===== config.mk =====
export PLATFORM = sky130hd
export DESIGN_NAME = gcf_top
export DESIGN_NICKNAME = d
export VERILOG_FILES = /design/src/hw/gcf_pkg.sv /design/src/hw/gcf_chan_ctl.sv /design/src/hw/gcf_top.sv
export VERILOG_INCLUDE_DIRS = /design/src /design/src/hw
export SDC_FILE = /design/constraint.sdc
export NUM_CORES = 1
export LEC_CHECK = 0
export BUFFER_PORTS_ARGS = -buffer_cell sky130_fd_sc_hd__buf_2
export CORE_ASPECT_RATIO = 0.5
export CORE_MARGIN = 10
export CORE_UTILIZATION = 48
export CTS_BUF_LIST = sky130_fd_sc_hd__clkbuf_4 sky130_fd_sc_hd__clkbuf_8 sky130_fd_sc_hd__clkbuf_16
export DETAILED_ROUTE_END_ITERATION = 10
export PLACE_DENSITY = 0.9
export SLEW_MARGIN = 20
export SYNTH_ARGS = -nofsm -noshare
export SYNTH_HDL_FRONTEND = slang
export SYNTH_SLANG_ARGS = --single-unit

===== constraint.sdc =====
create_clock -name clk -period 3.29 [get_ports clk]
set_input_delay 0.329 -clock clk [delete_from_list [all_inputs] [get_ports clk]]
set_output_delay 0.329 -clock clk [all_outputs]
set_load 0.05 [all_outputs]

===== src/hw/gcf_defines.svh =====
// constants for the channel-group configuration field logic
`ifndef GCF_DEFINES_SVH
`define GCF_DEFINES_SVH
`define GCF_NCHAN 8
`define GCF_NSLOT 32
`define GCF_CFGW 4
`define GCF_MSGCFG_RST 4'h0
`define GCF_PEND_ALIGN 0
`define GCF_PEND_LOSS 1
`define GCF_PEND_RECOV 2
`define GCF_PEND_ERR 3
`endif


===== src/hw/gcf_pkg.sv =====
// types for the channel-group configuration field logic
`default_nettype none
package gcf_pkg;
	typedef enum logic [2:0] {
		GCF_EV_NONE,
		GCF_EV_ALIGN_CHANGE,
		GCF_EV_FRAME_LOSS,
		GCF_EV_FRAME_RECOV,
		GCF_EV_FRAME_LOSS_ERR,
		GCF_EV_ABORT,
		GCF_EV_FCS,
		GCF_EV_ALIGN_ERR
	} gcf_evt_e;
	typedef enum logic [1:0] {
		GCF_RXERR_ABORT,
		GCF_RXERR_FCS,
		GCF_RXERR_ALIGN
	} gcf_rxerr_e;
	typedef struct packed {
		logic msg_cfg_copy_en;
		logic align_change_irq_mask;
		logic frame_loss_irq_mask;
		logic frame_loss_abort_en;
		logic subchan_disable;
	} gcf_cfg_s;
	typedef struct packed {
		logic valid;
		gcf_evt_e code;
	} gcf_report_s;
	typedef struct packed {
		logic active;
	} gcf_chan_state_s;
	typedef struct packed {
		logic [3:0] msg_cfg;
		logic loss_active;
		logic [3:0] pend;
		gcf_evt_e err_code;
		gcf_report_s irq;
		gcf_report_s bsd;
		logic [31:0] subchan_eff;
		logic rx_accept;
	} gcf_state_s;
endpackage : gcf_pkg
`default_nettype wire


===== src/hw/gcf_chan_ctl.sv =====
// per-channel active flag with hardware deactivation
`default_nettype none
module gcf_chan_ctl (
	input wire logic clk,
	input wire logic resetn,
	input wire logic activate,
	input wire logic deactivate,
	output logic active
);
	gcf_pkg::gcf_chan_state_s st_reg;
	gcf_pkg::gcf_chan_state_s st_next;
	always_comb begin
		st_next = st_reg;
		if (activate) begin
			st_next.active = 1'b1;
		end
		if (deactivate) begin
			st_next.active = 1'b0;
		end
	end
	always_ff @(posedge clk or negedge resetn) begin
		if (!resetn) begin
			st_reg <= '0;
		end else begin
			st_reg <= st_next;
		end
	end
	assign active = st_reg.active;
endmodule : gcf_chan_ctl
`default_nettype wire


===== src/hw/gcf_top.sv =====
// channel-group configuration field behaviour
// Notes on behaviour
// - copy last-descriptor config bits when enabled
// - direct host config writes always accepted
// - unmasked alignment change yields interrupt descriptor
// - masked alignment change yields no descriptor
// - unmasked frame loss/recovery yields descriptor
// - masked frame loss: errors reported as frame-loss
// - abort off: keep receiving during frame loss
// - abort on: stop receive, resume on recovery
// - abort on: deactivate transparent channels on loss
// - subchannel disable clears every slot enable
`include "gcf_defines.svh"
`default_nettype none
module gcf_top (
	input wire logic clk,
	input wire logic resetn,
	input wire gcf_pkg::gcf_cfg_s cfg,
	input wire logic desc_valid,
	input wire logic end_of_message_flag,
	input wire logic [`GCF_CFGW-1:0] desc_cfg,
	input wire logic host_cfg_we,
	input wire logic [`GCF_CFGW-1:0] host_cfg_wdata,
	input wire logic align_change_event,
	input wire logic frame_loss_event,
	input wire logic frame_recovered_event,
	input wire logic rx_err_valid,
	input wire gcf_pkg::gcf_rxerr_e rx_err_kind,
	input wire logic [`GCF_NCHAN-1:0] chan_transparent,
	input wire logic [`GCF_NCHAN-1:0] chan_activate,
	input wire logic [`GCF_NSLOT-1:0] ts_subchan_en,
	output logic [`GCF_CFGW-1:0] msg_cfg,
	output gcf_pkg::gcf_report_s irq_desc,
	output gcf_pkg::gcf_report_s buf_status,
	output logic rx_accept,
	output logic frame_loss_active,
	output logic [`GCF_NSLOT-1:0] ts_subchan_eff,
	output logic [`GCF_NCHAN-1:0] chan_active
);
	gcf_pkg::gcf_state_s st_reg;
	gcf_pkg::gcf_state_s st_next;
	logic [3:0] new_pend;
	logic [3:0] issued;
	logic [`GCF_NCHAN-1:0] chan_deact;
	gcf_pkg::gcf_evt_e err_map;

	always_comb begin
		unique case (rx_err_kind)
			gcf_pkg::GCF_RXERR_ABORT: err_map = gcf_pkg::GCF_EV_ABORT;
			gcf_pkg::GCF_RXERR_FCS: err_map = gcf_pkg::GCF_EV_FCS;
			gcf_pkg::GCF_RXERR_ALIGN: err_map = gcf_pkg::GCF_EV_ALIGN_ERR;
			default: err_map = gcf_pkg::GCF_EV_ALIGN_ERR;
		endcase
		if (cfg.frame_loss_irq_mask) begin
			err_map = gcf_pkg::GCF_EV_FRAME_LOSS_ERR;
		end
	end

	always_comb begin
		new_pend = 4'h0;
		new_pend[`GCF_PEND_ALIGN] = align_change_event && !cfg.align_change_irq_mask;
		new_pend[`GCF_PEND_LOSS] = frame_loss_event && !cfg.frame_loss_irq_mask;
		new_pend[`GCF_PEND_RECOV] = frame_recovered_event && !cfg.frame_loss_irq_mask;
		new_pend[`GCF_PEND_ERR] = rx_err_valid;
		issued = 4'h0;
		if (st_reg.pend[`GCF_PEND_ALIGN]) begin
			issued[`GCF_PEND_ALIGN] = 1'b1;
		end else if (st_reg.pend[`GCF_PEND_LOSS]) begin
			issued[`GCF_PEND_LOSS] = 1'b1;
		end else if (st_reg.pend[`GCF_PEND_RECOV]) begin
			issued[`GCF_PEND_RECOV] = 1'b1;
		end else if (st_reg.pend[`GCF_PEND_ERR]) begin
			issued[`GCF_PEND_ERR] = 1'b1;
		end
	end

	always_comb begin
		st_next = st_reg;
		if (host_cfg_we) begin
			st_next.msg_cfg = host_cfg_wdata;
		end else if (cfg.msg_cfg_copy_en && desc_valid && end_of_message_flag) begin
			st_next.msg_cfg = desc_cfg;
		end
		if (frame_loss_event) begin
			st_next.loss_active = 1'b1;
		end else if (frame_recovered_event) begin
			st_next.loss_active = 1'b0;
		end
		st_next.pend = (st_reg.pend & ~issued) | new_pend;
		if (rx_err_valid) begin
			st_next.err_code = err_map;
		end
		st_next.irq.valid = |issued;
		if (issued[`GCF_PEND_ALIGN]) begin
			st_next.irq.code = gcf_pkg::GCF_EV_ALIGN_CHANGE;
		end else if (issued[`GCF_PEND_LOSS]) begin
			st_next.irq.code = gcf_pkg::GCF_EV_FRAME_LOSS;
		end else if (issued[`GCF_PEND_RECOV]) begin
			st_next.irq.code = gcf_pkg::GCF_EV_FRAME_RECOV;
		end else if (issued[`GCF_PEND_ERR]) begin
			st_next.irq.code = st_reg.err_code;
		end else begin
			st_next.irq.code = gcf_pkg::GCF_EV_NONE;
		end
		st_next.bsd.valid = rx_err_valid;
		st_next.bsd.code = rx_err_valid ? err_map : gcf_pkg::GCF_EV_NONE;
		st_next.subchan_eff = cfg.subchan_disable ? 32'h0000_0000 : ts_subchan_en;
		st_next.rx_accept = !(cfg.frame_loss_abort_en && st_next.loss_active);
	end

	always_ff @(posedge clk or negedge resetn) begin
		if (!resetn) begin
			st_reg <= '0;
			st_reg.msg_cfg <= `GCF_MSGCFG_RST;
			st_reg.rx_accept <= 1'b1;
		end else begin
			st_reg <= st_next;
		end
	end

	assign chan_deact = (frame_loss_event && cfg.frame_loss_abort_en) ? chan_transparent : '0;

	genvar gi;
	generate
		for (gi = 0; gi < `GCF_NCHAN; gi++) begin : g_chan
			gcf_chan_ctl u_chan (
				.clk(clk),
				.resetn(resetn),
				.activate(chan_activate[gi]),
				.deactivate(chan_deact[gi]),
				.active(chan_active[gi])
			);
		end
	endgenerate

	assign msg_cfg = st_reg.msg_cfg;
	assign irq_desc = st_reg.irq;
	assign buf_status = st_reg.bsd;
	assign rx_accept = st_reg.rx_accept;
	assign frame_loss_active = st_reg.loss_active;
	assign ts_subchan_eff = st_reg.subchan_eff;
endmodule : gcf_top
`default_nettype wire

==> results.toml <==
[run_status]
outcome = "complete, no violations"

[yosys]
synthArstFlopShare_pct = 100
synth_edf_count = 0
syn_area_per_cell_um2 = 12.0
post_synth_num_cell_types = 22
synth_ff_type = "dfrtp_1"
syn_area_um2 = 2440
syn-num-nets = 275
postSynthCellCount = 203
synth-seq-cells = 60
ys_seq_area_share_pct = 61.5
synth_warnings = 0

[cts]
clock_latency_ns = 0.32
ctsHoldBuffers = 0
cts_sinks = 60
cts_tree = "yes"
cts_htree_levels = 3
root_buffer = "clkbuf_8"
numCtsBuffers = 9
post_cts_resized = 0
post_cts_buffers = 0
clockBufferDepth = 2
cts.clk_slew.worst_paths_ns = 0.06

[setup_path]
cp_slowest_stage_delay_ns = 0.51
worst_path_dominant_cell_family = "flip-flops"
critPathKind = "flop to primary output"
worstPathMaxFanout = 1
crit_path_top_delay_cell = "dfstp_2"
timing.critical_path.buf_inv = 1
required_ns = 2.96
cp-end-kind = "primary output"
critPathArrivalTime_ns = 1.09
worstPathCellList = "buf_2"
cp-start-kind = "flop"

[timing]
worst_slack_ns = 1.87
finalCritPeriodShare_pct = 43.3
finalSetupViolCount = 0
relSlewSlack_pct = 60.1
clock-skew-final_ns = 0.00334
period_needed_ns = 1.42
hold_ws_ns = 0.00952
worst_pin_slew_ns = 0.599
fmax_mhz = 702
drv_slew = 0
finalHoldViolCount = 0
rsz0062_at_grt = "no"
tns_ns = 0

[drt]
viasPerCell = 4.35
vias = 1562
wl_um = 5590
firstDrtPassIters = 4
drc_errors = 0
wl_per_cell_um = 15.6
antenna_left = 0
dr.first_iter.drc_count = 73

[floorplanning]
pin_count = 126
core_area_um2 = 4930
die_w_um = 121
start_util_pct = 49.5
rows = 18
die_area_um2 = 8510
dieHeight_um = 70.4

[final_layout]
largest_reg_flops = 32
layout-drive-gt1-share_pct = 51.9
areaGrowthSynthToFinish_pct = 20.1
antenna_cells = 0
nFillCells = 436
layout_common_cells = "125 x buf_2, 59 x dfrtp_1, 35 x nor2b_1"
final_common_cell = "buf_2"
nets = 356
stdcell_count = 359

[power]
max-vdd-ir-drop_uv = 243
p_leak_uw = 0.00154
p_per_area_nw_per_um2 = 585
total_power_uw = 1720

[place]
dp.cells = 343
portBuffers = 125
place_ws_ns = 2.00
dp_hpwl_um = 4520
globalplace.congestion = 0.792

[global_routing]
grt_pass1_wl_um = 8820
grt_pass1_vias = 1777
grt_start_max_net_pins = 34
overflow = 0
grt.total_usage_pct = 13.3
antenna_found_initial = 0

[worst_hold_path]
hold_class = "input pin to async pin"

[run]
maxCapViolations = 0
==> Yosys cell counts (2+ instances only) <==
cell,instances,area [um^2]
mux2_2,4,45.0
o22ai_1,2,12.5
a21oi_1,9,45.0
o21ai_0,4,20.0
mux2_1,4,45.0
dfrtp_1,59,1480
or2_2,2,12.5
clkbuf_1,4,15.0
nor2_1,12,45.0
buf_4,52,390
nand2b_1,2,12.5
nor2b_1,35,219
nand2_1,2,7.51
inv_1,4,15.0
==> power by group <==
| part | leakage (uW) | internal, uW | switching (uW) |
|---|---|---|---|
| clock | 0.0000969 | 333 | 245 |
| sequential | 0.000727 | 788 | 21.9 |
| combinational | 0.000712 | 91.0 | 236 |
| total | 0.00154 | 1210 | 503 |
==> worst paths after layout <==
| kind | start | end | slack [ns] | depth (start not counted) |
|---|---|---|---|---|
| max | rx_accept | rx_accept | 1.87 | 1 |
| min | resetn | ts_subchan_eff[11] | 0.01 | 1 |
| max reg2reg | st_reg[44] | irq_desc[3] | 2.19 | 1 |
| min reg2reg | st_reg[43] | st_reg[43] | 0.49 | 1 |
| max in group asynchronous | resetn | rx_accept | 2.42 | 2 |
| min in group clk | cfg[3] | st_reg[44] | 0.15 | 2 |
==> logic make-up after synthesis <==
kind of cell	after synthesis	synth area share, %
AOI/OAI and AO/OA	19	4.61
buffers and inverters	60	17.2
muxes	8	3.69
DFF	60	61.5
and+or+nand+nor	56	13.0
==> stage by stage <==
stage | utilization, % | area [um^2]
floorplan | - | 2440
global placement | 55.9 | 2760
detailed placement | 55.9 | 2760
CTS | 59.5 | 2930
global route | 59.5 | 2930
finish | 59.5 | 2930
==> final cells by class <==
cell class | instances | area [um^2] | area share, %
Multi-Input combinational cell | 83 | 519 | 17.7
Sequential cell | 60 | 1500 | 51.2
Clock buffer | 16 | 176 | 6.01
Timing Repair Buffer | 126 | 633 | 21.6
Inverter | 4 | 15.0 | 0.512
Tap cell | 70 | 87.6 | 2.99
==> metal layers <==
metal	vias to the layer above	track usage, %	part of all wire [%]
met2	50	26.2	58
met1	747	11.0	33
met3	12	5.61	6.7
met5	-	0	0
met4	0	6.65	1.8
li1	753	-	-
No activity file was read; power rests on OpenSTA's default activity.
